<file path="config.mk">
export PLATFORM = sky130hd
export DESIGN_NAME = als_alarm_level
export DESIGN_NICKNAME = d
export VERILOG_FILES = /design/src/common/als_pkg.sv /design/src/logic/als_threshold_eval.sv /design/src/logic/als_alarm_level.sv
export SDC_FILE = /design/constraint.sdc
export NUM_CORES = 1
export LEC_CHECK = 0
export BUFFER_PORTS_ARGS = -buffer_cell sky130_fd_sc_hd__buf_2
export CAP_MARGIN = 20
export CORE_ASPECT_RATIO = 1.5
export CORE_MARGIN = 2
export CORE_UTILIZATION = 45
export DETAILED_ROUTE_END_ITERATION = 10
export GPL_TIMING_DRIVEN = 0
export PLACE_DENSITY = 0.76
export SYNTH_ARGS = -nofsm -noshare
export SYNTH_HDL_FRONTEND = slang
export SYNTH_HIERARCHICAL = 1
export SYNTH_SLANG_ARGS = --single-unit
</file>
<file path="constraint.sdc">
create_clock -name clk_sys_i -period 3.2 [get_ports clk_sys_i]
set_input_delay 0.32 -clock clk_sys_i [delete_from_list [all_inputs] [get_ports clk_sys_i]]
set_output_delay 0.32 -clock clk_sys_i [all_outputs]
set_load 0.01 [all_outputs]
</file>
<file path="src/common/als_pkg.sv">
`default_nettype none
package als_pkg;

    // data width of monitored quantities, thresholds and the output word
    localparam int ALS_DW = 8;

    // register indices as printed; byte address is four times the index
    localparam logic [7:0] ALS_IDX_SELECT = 8'h1E;
    localparam logic [7:0] ALS_IDX_LVL1 = 8'h1F;
    localparam logic [7:0] ALS_IDX_LVL2 = 8'h20;
    localparam logic [7:0] ALS_IDX_LVL3 = 8'h21;
    localparam logic [7:0] ALS_IDX_HOUT = 8'h22;
    localparam logic [7:0] ALS_IDX_MODE = 8'h23;
    localparam logic [7:0] ALS_IDX_STATUS = 8'h24;
    localparam logic [7:0] ALS_IDX_IRQ_STAT = 8'h25;
    localparam logic [7:0] ALS_IDX_IRQ_MASK = 8'h26;

    // reset values
    localparam logic [7:0] ALS_RST_BYTE = 8'h00;
    localparam logic [3:0] ALS_RST_MODE = 4'h0;
    localparam logic [2:0] ALS_RST_IRQ = 3'h0;

    // field positions
    localparam int ALS_ALM_SEL_LSB = 5;
    localparam int ALS_LVL_SEL_LSB = 6;
    localparam int ALS_MODE_ALARM = 0;
    localparam int ALS_MODE_LEVEL = 1;
    localparam int ALS_MODE_CLOOP = 2;
    localparam int ALS_MODE_VOUT = 3;
    localparam int ALS_IRQ_LOW = 0;
    localparam int ALS_IRQ_HIGH = 1;
    localparam int ALS_IRQ_LVL = 2;
    localparam int ALS_IRQ_W = 3;

    // monitored quantity codes
    typedef enum logic [2:0] {
        ALS_SRC_TEMP = 3'h0,
        ALS_SRC_IAMP = 3'h1,
        ALS_SRC_GAIN = 3'h2,
        ALS_SRC_VOUT = 3'h3,
        ALS_SRC_LINE_A = 3'h4,
        ALS_SRC_LINE_B = 3'h5
    } als_src_t;

    // internal conditioned quantities
    typedef struct packed {
        logic [ALS_DW-1:0] temperature_output;
        logic [ALS_DW-1:0] instr_amp_output;
        logic [ALS_DW-1:0] gain_stage_output;
        logic [ALS_DW-1:0] voltage_output;
    } als_quant_t;

    // three shared threshold bytes
    typedef struct packed {
        logic [ALS_DW-1:0] lvl1;
        logic [ALS_DW-1:0] lvl2;
        logic [ALS_DW-1:0] lvl3;
    } als_thr_t;

endpackage
`default_nettype wire

</file>
<file path="src/logic/als_threshold_eval.sv">
`timescale 1ns/1ps
`default_nettype none
module als_threshold_eval #(
    parameter int W = 8
) (
    input wire logic [W-1:0] value_i,
    input wire als_pkg::als_thr_t thr_i,
    output logic [1:0] code_o,
    output logic below_o,
    output logic above_o
);

    // four compares serve both modes since the bytes are shared
    always_comb begin
        below_o = (value_i < thr_i.lvl1);
        above_o = (value_i > thr_i.lvl3);
        if (below_o) begin
            code_o = 2'h0;
        end else if (value_i < thr_i.lvl2) begin
            code_o = 2'h1;
        end else if (value_i < thr_i.lvl3) begin
            code_o = 2'h2;
        end else begin
            code_o = 2'h3;
        end
    end

endmodule
`default_nettype wire

</file>
<file path="src/logic/als_alarm_level.sv">
// Local design decision: the AHB-Lite register port.
`timescale 1ns/1ps
`default_nettype none
// Operation
// - alarm mode picks one of six quantities
// - level mode picks one of four quantities
// - selector and thresholds shared between modes
// - both outputs enabled keeps alarm off
// - low alarm when value below trigger
// - low alarm forces low substitute byte
// - high alarm when value above trigger
// - high alarm forces high substitute byte
// - first byte marks code 00 to 01
// - second byte marks code 01 to 10
// - third byte marks code 10 to 11
// - level mode wins over alarm mode
// - alarm source from top three bits
module als_alarm_level (
    input wire logic clk_sys_i,
    input wire logic rst_b_i,
    input wire logic hsel_i,
    input wire logic [31:0] haddr_i,
    input wire logic [1:0] htrans_i,
    input wire logic hwrite_i,
    input wire logic [2:0] hsize_i,
    input wire logic [31:0] hwdata_i,
    input wire logic hready_i,
    output logic [31:0] hrdata_o,
    output logic hreadyout_o,
    output logic hresp_o,
    input wire als_pkg::als_quant_t quant_i,
    input wire logic [als_pkg::ALS_DW-1:0] line_a_value_i,
    input wire logic [als_pkg::ALS_DW-1:0] line_b_value_i,
    input wire logic [als_pkg::ALS_DW-1:0] conditioned_word_i,
    output logic [als_pkg::ALS_DW-1:0] digital_output_word_o,
    output logic alarm_low_o,
    output logic alarm_high_o,
    output logic level_line_a_o,
    output logic level_line_a_oe_o,
    output logic level_line_b_o,
    output logic level_line_b_oe_o,
    output logic irq_o
);

    localparam int DW = als_pkg::ALS_DW;

    logic [7:0] sel_reg;
    logic [7:0] lvl1_reg;
    logic [7:0] lvl2_reg;
    logic [7:0] lvl3_reg;
    logic [7:0] hout_reg;
    logic [3:0] mode_reg;
    logic [als_pkg::ALS_IRQ_W-1:0] irq_stat_reg;
    logic [als_pkg::ALS_IRQ_W-1:0] irq_stat_next;
    logic [als_pkg::ALS_IRQ_W-1:0] irq_mask_reg;
    logic [als_pkg::ALS_IRQ_W-1:0] irq_ev;
    logic [als_pkg::ALS_IRQ_W-1:0] irq_clr;
    logic wr_pend_reg;
    logic rd_pend_reg;
    logic [7:0] addr_idx_reg;
    logic addr_ok_reg;
    logic [1:0] code_reg;
    logic [31:0] rd_mux;
    logic ahb_take;
    logic level_mode;
    logic alarm_mode;
    logic [2:0] src_idx;
    logic src_ok;
    logic [DW-1:0] mon_val;
    logic [1:0] code_c;
    logic below_c;
    logic above_c;
    logic alm_low_c;
    logic alm_high_c;
    als_pkg::als_thr_t thr;

    // register index match, used by both the write and the read decode
    function automatic logic reg_hit(input logic ok, input logic [7:0] a, input logic [7:0] idx);
        reg_hit = ok && (a == idx);
    endfunction

    // one transfer is accepted per address phase that the bus offers
    assign ahb_take = hsel_i && hready_i && htrans_i[1];

    // address phase capture; reads stall one cycle so a write just before is seen
    always_ff @(posedge clk_sys_i or negedge rst_b_i) begin
        if (!rst_b_i) begin
            wr_pend_reg <= 1'b0;
            rd_pend_reg <= 1'b0;
            addr_idx_reg <= 8'h00;
            addr_ok_reg <= 1'b0;
        end else begin
            wr_pend_reg <= ahb_take && hwrite_i;
            rd_pend_reg <= ahb_take && !hwrite_i;
            if (ahb_take) begin
                addr_idx_reg <= haddr_i[9:2];
                addr_ok_reg <= (haddr_i[31:10] == 22'h000000);
            end
        end
    end

    // read answer: hreadyout low in the first data cycle, data with it high next
    always_ff @(posedge clk_sys_i or negedge rst_b_i) begin
        if (!rst_b_i) begin
            hreadyout_o <= 1'b1;
            hrdata_o <= 32'h00000000;
            hresp_o <= 1'b0;
        end else begin
            hresp_o <= 1'b0;
            if (ahb_take && !hwrite_i) begin
                hreadyout_o <= 1'b0;
            end else if (rd_pend_reg) begin
                hreadyout_o <= 1'b1;
                hrdata_o <= rd_mux;
            end
        end
    end

    // read decode; unmapped addresses read as zero
    always_comb begin
        rd_mux = 32'h00000000;
        if (reg_hit(addr_ok_reg, addr_idx_reg, als_pkg::ALS_IDX_SELECT)) begin
            rd_mux[7:0] = sel_reg;
        end else if (reg_hit(addr_ok_reg, addr_idx_reg, als_pkg::ALS_IDX_LVL1)) begin
            rd_mux[7:0] = lvl1_reg;
        end else if (reg_hit(addr_ok_reg, addr_idx_reg, als_pkg::ALS_IDX_LVL2)) begin
            rd_mux[7:0] = lvl2_reg;
        end else if (reg_hit(addr_ok_reg, addr_idx_reg, als_pkg::ALS_IDX_LVL3)) begin
            rd_mux[7:0] = lvl3_reg;
        end else if (reg_hit(addr_ok_reg, addr_idx_reg, als_pkg::ALS_IDX_HOUT)) begin
            rd_mux[7:0] = hout_reg;
        end else if (reg_hit(addr_ok_reg, addr_idx_reg, als_pkg::ALS_IDX_MODE)) begin
            rd_mux[3:0] = mode_reg;
        end else if (reg_hit(addr_ok_reg, addr_idx_reg, als_pkg::ALS_IDX_STATUS)) begin
            rd_mux[15:0] = {digital_output_word_o, 2'h0, level_mode, alarm_mode,
                            alarm_high_o, alarm_low_o, code_reg};
        end else if (reg_hit(addr_ok_reg, addr_idx_reg, als_pkg::ALS_IDX_IRQ_STAT)) begin
            rd_mux[als_pkg::ALS_IRQ_W-1:0] = irq_stat_reg;
        end else if (reg_hit(addr_ok_reg, addr_idx_reg, als_pkg::ALS_IDX_IRQ_MASK)) begin
            rd_mux[als_pkg::ALS_IRQ_W-1:0] = irq_mask_reg;
        end
    end

    // configuration writes land in the data phase; only the low byte is used
    always_ff @(posedge clk_sys_i or negedge rst_b_i) begin
        if (!rst_b_i) begin
            sel_reg <= als_pkg::ALS_RST_BYTE;
            lvl1_reg <= als_pkg::ALS_RST_BYTE;
            lvl2_reg <= als_pkg::ALS_RST_BYTE;
            lvl3_reg <= als_pkg::ALS_RST_BYTE;
            hout_reg <= als_pkg::ALS_RST_BYTE;
            mode_reg <= als_pkg::ALS_RST_MODE;
            irq_mask_reg <= als_pkg::ALS_RST_IRQ;
        end else if (wr_pend_reg) begin
            if (reg_hit(addr_ok_reg, addr_idx_reg, als_pkg::ALS_IDX_SELECT)) sel_reg <= hwdata_i[7:0];
            if (reg_hit(addr_ok_reg, addr_idx_reg, als_pkg::ALS_IDX_LVL1)) lvl1_reg <= hwdata_i[7:0];
            if (reg_hit(addr_ok_reg, addr_idx_reg, als_pkg::ALS_IDX_LVL2)) lvl2_reg <= hwdata_i[7:0];
            if (reg_hit(addr_ok_reg, addr_idx_reg, als_pkg::ALS_IDX_LVL3)) lvl3_reg <= hwdata_i[7:0];
            if (reg_hit(addr_ok_reg, addr_idx_reg, als_pkg::ALS_IDX_HOUT)) hout_reg <= hwdata_i[7:0];
            if (reg_hit(addr_ok_reg, addr_idx_reg, als_pkg::ALS_IDX_MODE)) mode_reg <= hwdata_i[3:0];
            if (reg_hit(addr_ok_reg, addr_idx_reg, als_pkg::ALS_IDX_IRQ_MASK)) begin
                irq_mask_reg <= hwdata_i[als_pkg::ALS_IRQ_W-1:0];
            end
        end
    end

    assign level_mode = mode_reg[als_pkg::ALS_MODE_LEVEL];
    // current loop plus voltage output inhibits the alarm
    assign alarm_mode = mode_reg[als_pkg::ALS_MODE_ALARM] && !level_mode
                        && !(mode_reg[als_pkg::ALS_MODE_CLOOP] && mode_reg[als_pkg::ALS_MODE_VOUT]);

    // alarm source in the top three selector bits
    // level source in the top two bits, only the four quantities
    assign src_idx = level_mode ? {1'b0, sel_reg[als_pkg::ALS_LVL_SEL_LSB +: 2]}
                                : sel_reg[als_pkg::ALS_ALM_SEL_LSB +: 3];
    // codes six and seven name nothing, so they never raise an alarm
    assign src_ok = (src_idx <= 3'(als_pkg::ALS_SRC_LINE_B));

    always_comb begin
        case (als_pkg::als_src_t'(src_idx))
            als_pkg::ALS_SRC_TEMP: mon_val = quant_i.temperature_output;
            als_pkg::ALS_SRC_IAMP: mon_val = quant_i.instr_amp_output;
            als_pkg::ALS_SRC_GAIN: mon_val = quant_i.gain_stage_output;
            als_pkg::ALS_SRC_VOUT: mon_val = quant_i.voltage_output;
            als_pkg::ALS_SRC_LINE_A: mon_val = line_a_value_i;
            als_pkg::ALS_SRC_LINE_B: mon_val = line_b_value_i;
            default: mon_val = '0;
        endcase
    end

    // the same three bytes act as triggers or as level boundaries
    assign thr = '{lvl1: lvl1_reg, lvl2: lvl2_reg, lvl3: lvl3_reg};

    als_threshold_eval #(
        .W(DW)
    ) u_eval (
        .value_i(mon_val),
        .thr_i(thr),
        .code_o(code_c),
        .below_o(below_c),
        .above_o(above_c)
    );

    assign alm_low_c = alarm_mode && src_ok && below_c;
    // high condition; low wins if the triggers are crossed over
    assign alm_high_c = alarm_mode && src_ok && above_c && !below_c;

    // alarm flags and the forced output word, all from flops
    always_ff @(posedge clk_sys_i or negedge rst_b_i) begin
        if (!rst_b_i) begin
            alarm_low_o <= 1'b0;
            alarm_high_o <= 1'b0;
            digital_output_word_o <= '0;
        end else begin
            alarm_low_o <= alm_low_c;
            alarm_high_o <= alm_high_c;
            if (alm_low_c) begin
                // low substitute shares the second level byte
                digital_output_word_o <= lvl2_reg;
            end else if (alm_high_c) begin
                digital_output_word_o <= hout_reg;
            end else begin
                digital_output_word_o <= conditioned_word_i;
            end
        end
    end

    // level lines are driven only in level mode, released for the monitor otherwise
    always_ff @(posedge clk_sys_i or negedge rst_b_i) begin
        if (!rst_b_i) begin
            code_reg <= 2'h0;
            level_line_a_o <= 1'b0;
            level_line_b_o <= 1'b0;
            level_line_a_oe_o <= 1'b0;
            level_line_b_oe_o <= 1'b0;
        end else begin
            code_reg <= level_mode ? code_c : 2'h0;
            level_line_a_o <= level_mode && code_c[0];
            level_line_b_o <= level_mode && code_c[1];
            level_line_a_oe_o <= level_mode;
            level_line_b_oe_o <= level_mode;
        end
    end

    // events: alarm entry and level code change; write one clears, set wins
    always_comb begin
        irq_ev = '0;
        irq_ev[als_pkg::ALS_IRQ_LOW] = alm_low_c && !alarm_low_o;
        irq_ev[als_pkg::ALS_IRQ_HIGH] = alm_high_c && !alarm_high_o;
        irq_ev[als_pkg::ALS_IRQ_LVL] = level_mode && (code_c != code_reg);
        irq_clr = '0;
        if (wr_pend_reg && reg_hit(addr_ok_reg, addr_idx_reg, als_pkg::ALS_IDX_IRQ_STAT)) begin
            irq_clr = hwdata_i[als_pkg::ALS_IRQ_W-1:0];
        end
        irq_stat_next = (irq_stat_reg & ~irq_clr) | irq_ev;
    end

    // sticky status and the masked interrupt level
    always_ff @(posedge clk_sys_i or negedge rst_b_i) begin
        if (!rst_b_i) begin
            irq_stat_reg <= als_pkg::ALS_RST_IRQ;
            irq_o <= 1'b0;
        end else begin
            irq_stat_reg <= irq_stat_next;
            irq_o <= |(irq_stat_reg & irq_mask_reg);
        end
    end
endmodule
`default_nettype wire

</file>
Word level (Yosys, flattened, before mapping)
Index checks and enable logic that the tools add are counted.
{ "word_totals": {"in_bits": 130, "output_inout_bits": 49, "register_bits": 94} }
{ "op_classes": {"bitwise": 5, "mux": 27, "eq_ne": 15, "magnitude_cmp": 5, "reduce_logical": 44} }
{ "ops": {"columns": ["operator", "n"], "rows": [
  ["8-bit 2-to-1 mux", 12],
  ["8-bit by 6-bit equality test with 1-bit output, second input constant", 7],
  ["8-bit case mux with 6 select lines", 1],
  ["1-bit logical AND", 26],
  ["8-bit < comparator", 3],
  ["22-bit zero test", 1],
  ["8-bit by 5-bit equality test with 1-bit output, second input constant", 2],
  ["2-bit AND reduction", 8],
  ["3-bit 2-to-1 mux", 5],
  ["13-bit 2-to-1 mux", 1],
  ["12-bit 2-to-1 mux", 1],
  ["8-bit > comparator", 1],
  ["3-bit bitwise AND", 2],
  ["3-bit by 2-bit equality test with 1-bit output, second input constant", 2],
  ["3-bit equality test, second input constant", 2],
  ["1-bit zero test", 6],
  ["2-bit 2-to-1 mux", 3],
  ["4-bit 2-to-1 mux", 1],
  ["3-bit by 1-bit equality test with 1-bit output, second input constant", 1],
  ["3-bit <= comparator, second input constant", 1],
  ["3-bit zero test", 1],
  ["1-bit 2-to-1 mux", 3],
  ["3-bit NOT", 1],
  ["3-bit OR", 1],
  ["other kinds (4)", 4]
]} }

Longest topological paths before layout
{ "logic_depth": {"word_depth": 11, "ltp_mapped": 15, "depth_no_buf": 13} }

Hierarchy
Netlist, hierarchy kept.
{ "modules_own_cells": {"columns": ["mod", "area_per_inst_um2", "cells_each", "instances"], "rows": [
  ["als_alarm_level", 4911.0, 438, 1],
  ["als_threshold_eval", 575.6, 79, 1]
]} }

Worst setup path before layout
Ideal clock, no wire load.
{ "synth_path": {"path_type": "register -> register", "startpoint": "register mode_reg[1]", "endpoint": "register digital_output_word_o[7] in the netlist's numbering", "t_arrival_ps": 3180, "path_slack_ps": -106, "path_buffers": 2, "path_stages_with_launch": 14, "required_time_ps": 3074, "path_cell_list": "dfrtp_1 -> nor2b_1 -> clkbuf_1 -> clkbuf_1 -> o311ai_0 -> a221o_1 -> ha_1 -> nand3_1 -> o221a_1 -> o31ai_2 -> o31a_1 -> o2111ai_1 -> and2_1 -> a221o_1"} }
{ "synth_via": {"elab_chain_cells": 8, "elab_cells_between_ends": 21} }
{ "synth_lines": {"columns": ["item", "line_no", "rtl"], "rows": [
  ["from (decl)", "als_alarm_level.sv:52", "logic [3:0] mode_reg;"],
  ["from (signal assigned)", "als_alarm_level.sv:152", "mode_reg <= als_pkg::ALS_RST_MODE;"],
  ["from (signal assigned)", "als_alarm_level.sv:160", "if (reg_hit(addr_ok_reg, addr_idx_reg, als_pkg::ALS_IDX_MODE)) mode_reg <= hwdata_i[3:0];"],
  ["3-bit 2-to-1 mux *", "als_alarm_level.sv:174", "assign src_idx = level_mode ? {1'b0, sel_reg[als_pkg::ALS_LVL_SEL_LSB +: 2]}"],
  ["3-bit equality test, or another cell as far along", "als_alarm_level.sv:180", "case (als_pkg::als_src_t'(src_idx))"],
  ["8-bit case mux with 6 select lines *", "als_alarm_level.sv:180", null],
  ["named net mon_val[2]", "als_alarm_level.sv:69", "logic [DW-1:0] mon_val;"],
  ["8-bit > comparator *", "als_threshold_eval.sv:16", "above_o = (value_i > thr_i.lvl3);"],
  ["named net above_c", "als_alarm_level.sv:72", "logic above_c;"],
  ["1-bit logical AND * (2 in series)", "als_alarm_level.sv:206", "assign alm_high_c = alarm_mode && src_ok && above_c && !below_c;"],
  ["8-bit 2-to-1 mux *", "als_alarm_level.sv:220", "end else if (alm_high_c) begin"],
  ["8-bit 2-to-1 mux *", "als_alarm_level.sv:217", "if (alm_low_c) begin"],
  ["to (signal assigned)", "als_alarm_level.sv:219", "digital_output_word_o <= lvl2_reg;"],
  ["to (signal assigned)", "als_alarm_level.sv:221", "digital_output_word_o <= hout_reg;"],
  ["to (signal assigned)", "als_alarm_level.sv:223", "digital_output_word_o <= conditioned_word_i;"],
  ["to (decl)", "als_alarm_level.sv:35", "output logic [als_pkg::ALS_DW-1:0] digital_output_word_o,"]
]} }
The timed path passes the listed nets; every way through them passes the cells marked *.
A chain may end at the register's enable or synchronous reset.

Worst setup path after layout
{ "layout_path": {"startpoint": "register mode_reg[1]", "endpoint": "register digital_output_word_o[1] in the netlist's numbering"} }
Same word-level chain as after synthesis.

==> results.toml <==
[clock_tree]
clkSlewWorstSetupHoldPaths_ns = 0.07
clock_path_buffers = 2
clock-root-buffer = "clkbuf_16"
h-tree-depth = 3
cts_made_buffers = 9
cts.sinks = 92
cts_tree = "built"
clkLatencyLatePin_ns = 0.35

[drt]
viasPerCell = 5.915
antenna_left = 0
num_vias = 5034
routed_wl_um = 16760
drt-wirelength-per-cell_um = 19.70
drt-initial-drc-count = 241
dr.pass1.iters = 5
drc = 0

[worst_setup_path]
cp-end-kind = "flip-flop"
critical_path.startpoint = "mode_reg[1]"
critPathKind = "flip-flop to flip-flop"
ff2ff_setup_slack_ns = -0.25
required_ns = 3.43
crit_fanout = 10
arrival_ns = 3.67
endpoint = "digital_output_word_o[1]"
r2r_cells = 12
r2r_end = "digital_output_word_o[1]"
r2r_start = "mode_reg[1]"
start_kind = "flip-flop"

[grt]
grt_max_degree = 76
antenna_found_initial = 0
grt.total_usage = 0.2623
grt_pass1_vias = 5359
grt-ovfl-total = 0
grt_pass1_wl_um = 26460

[synthesis]
synth_edf_count = 0
yosysTopAreaCell = "dfrtp_1"
synthesis.area_um2 = 5487
synth.avg_cell_area_um2 = 10.61
synth_seq_area_share = 0.4198
yosys_register_bits = 92
async_reset_ff_frac = 1.000
synthFlopType = "dfrtp_1"
synth_area_leaders = "dfrtp_1 42%, mux2_2 12%, ha_1 5.0%"
yosys_warnings = 6
ys_types = 69
yosysTopAreaCellShare = 0.4151
synthTopCellsByCount = "91 x dfrtp_1, 57 x mux2_2, 38 x inv_1"
syn-instance-count = 517
yosysMostFrequentCell = "dfrtp_1"

[timing]
hold_viol = 0
worst_pin_slew_ns = 0.6835
period_needed_ns = 3.449
holdWs_ns = 0.1863
relSlewSlack = 0.5401
fin_ws_ns = -0.2493
finalSetupViolCount = 11
rsz0062_at_grt = "true"
report.final.slew_viol_count = 0
fin_crit_sh = 1.078
clock_skew_ns = 0.008704
fmax_mhz = 289.9

[job]
cap_viol_max_count = 0

[placed_design]
routabilityCongestion = 0.9012
port_buffers = 131
placed_area_um2 = 6440
hpwlAfterDp_um = 12440

[cells_and_area]
drive_above_1_share = 0.4255
largest_reg_flops = 16
nets = 845
syn2layout_area_growth_pct = 29.12
fin_area_um2 = 7084
nFillCells = 1003
antennaDiodeCount = 0
top_register = "hrdata_o"

[pwr]
irDropWorstVdd_v = 0.0002205
powerDensity_nw_per_um2 = 391.7
p_leak_nw = 3.381

[floorplan]
ioPinCount = 179
rows = 49
die_x_um = 94.16
coreArea_um2 = 11960
die_h_um = 139.2
dieArea_um2 = 13110
initial_core_util = 0.4589

[min_path]
hp-class = "input pin to flip-flop"

[status]
violations = "negative setup slack"
status = "finished, violations left"
==> logic make-up (layout without fill, tap and decap cells) <==
kind of cell	Yosys count	after routing	synth area share
compound gates	119	119	0.1733
flops	92	92	0.4198
other cells	1	17	0.0006835
fa+ha+maj	22	22	0.05017
mux	62	62	0.1330
simple gates	138	138	0.1507
xor+xnor	2	2	0.003193
buf+inv	81	246	0.06910
==> cells in the final DEF, fill, tap and decap left out, types with 4 or more instances in the layout <==
cell / netlist / routed
nand2_1: 29 / 29
nand2b_1: 6 / 6
buf_2: 3 / 135
o211ai_1: 10 / 10
a22o_1: 13 / 13
ha_4: 0 / 4
nor2_1: 20 / 20
a22oi_1: 19 / 17
a21oi_1: 11 / 11
a221o_1: 15 / 15
and2_4: 0 / 4
nand4_1: 5 / 5
nor2b_1: 7 / 5
o311ai_0: 8 / 5
a31oi_1: 6 / 6
o21ai_0: 5 / 4
ha_1: 22 / 18
inv_1: 38 / 38
dfrtp_1: 91 / 89
nor3_1: 10 / 10
clkbuf_16: 0 / 10
conb_1: 1 / 17
nor4_1: 6 / 6
nand3_1: 16 / 15
a21o_1: 5 / 4
and2_1: 13 / 9
buf_4: 19 / 36
clkbuf_1: 18 / 5
clkbuf_8: 0 / 6
mux2_2: 57 / 57
==> how the worst min path moves through the flow <==
stage,cells past startpoint,start,to,slack [ns]
after floorplan,0,rst_b_i,addr_idx_reg[0],0.02
after global placement,1,digital_output_word_o[0],hrdata_o[8],0.47
after detailed placement,1,rst_b_i,digital_output_word_o[6],0.21
after CTS,2,hwrite_i,rd_pend_reg,0.18
after global routing,2,hwrite_i,rd_pend_reg,0.20
final,2,hwrite_i,rd_pend_reg,0.19
==> cell type report <==
class / count / area (µm²) / share of cell area
Inverter: 39 / 146.4 / 0.02066
Tap cell: 153 / 191.4 / 0.02702
Sequential cell: 92 / 2306 / 0.3255
Multi-Input combinational cell: 360 / 2982 / 0.4209
Clock buffer: 11 / 252.7 / 0.03568
Buffer: 38 / 292.8 / 0.04133
Timing Repair Buffer: 153 / 878.3 / 0.1240
Clock inverter: 5 / 35.03 / 0.004945
==> worst max-delay path, cell delays in order, from the launching register on <==
cell and delay (ns):
dfrtp_2 0.50, nor2b_4 0.22, clkbuf_8 0.20, o311ai_1 0.11, a221o_1 0.40, ha_4 0.31
nand3_2 0.07, o221a_1 0.26, o31ai_2 0.28, o31a_1 0.30, o2111ai_4 0.18, and2_1 0.21
a221o_1 0.27
==> per-layer routing <==
metal	share of wire	up-vias	global-route usage
met5	0	-	0
met4	0.074	0	0.2014
met3	0.063	93	0.03682
met2	0.51	289	0.4541
met1	0.35	2383	0.2808
li1	-	2269	-
==> report_power, final <==
group	total (W)	internal [W]	switching, W
clock	0.00103	0.000571	0.000462
sequential	0.00127	0.00121	0.0000558
combinational	0.000473	0.000221	0.000252
total	0.00277	0.00200	0.000770
==> metrics by stage <==
step                      utilization  TNS (ns)  power [W]  setup WS, ns  std cells
final                          0.5926    -1.918   0.002775       -0.2493        851
after CTS                      0.5905   -0.8987   0.002775       -0.1338        850
after global routing           0.5926    -3.187   0.002880       -0.3608        851
after detailed placement       0.5387    -13.98   0.001730        -1.116        818
after floorplan                     -         0   0.001528      0.001961        533
after global placement         0.5362    -11.60   0.001711       -0.9218        817
==> timing repair <==
action / 4_1_cts / 5_1_grt
resized for setup: 42 / 7
cloned: 1 / 0
pin swaps: 24 / 9
hold endpoints to repair: 17 / 0
buffers inserted: 18 / 1
endpoints found under the setup margin: 15 / 12
hold buffers: 1 / 0
(Power assumes the default switching activity.)
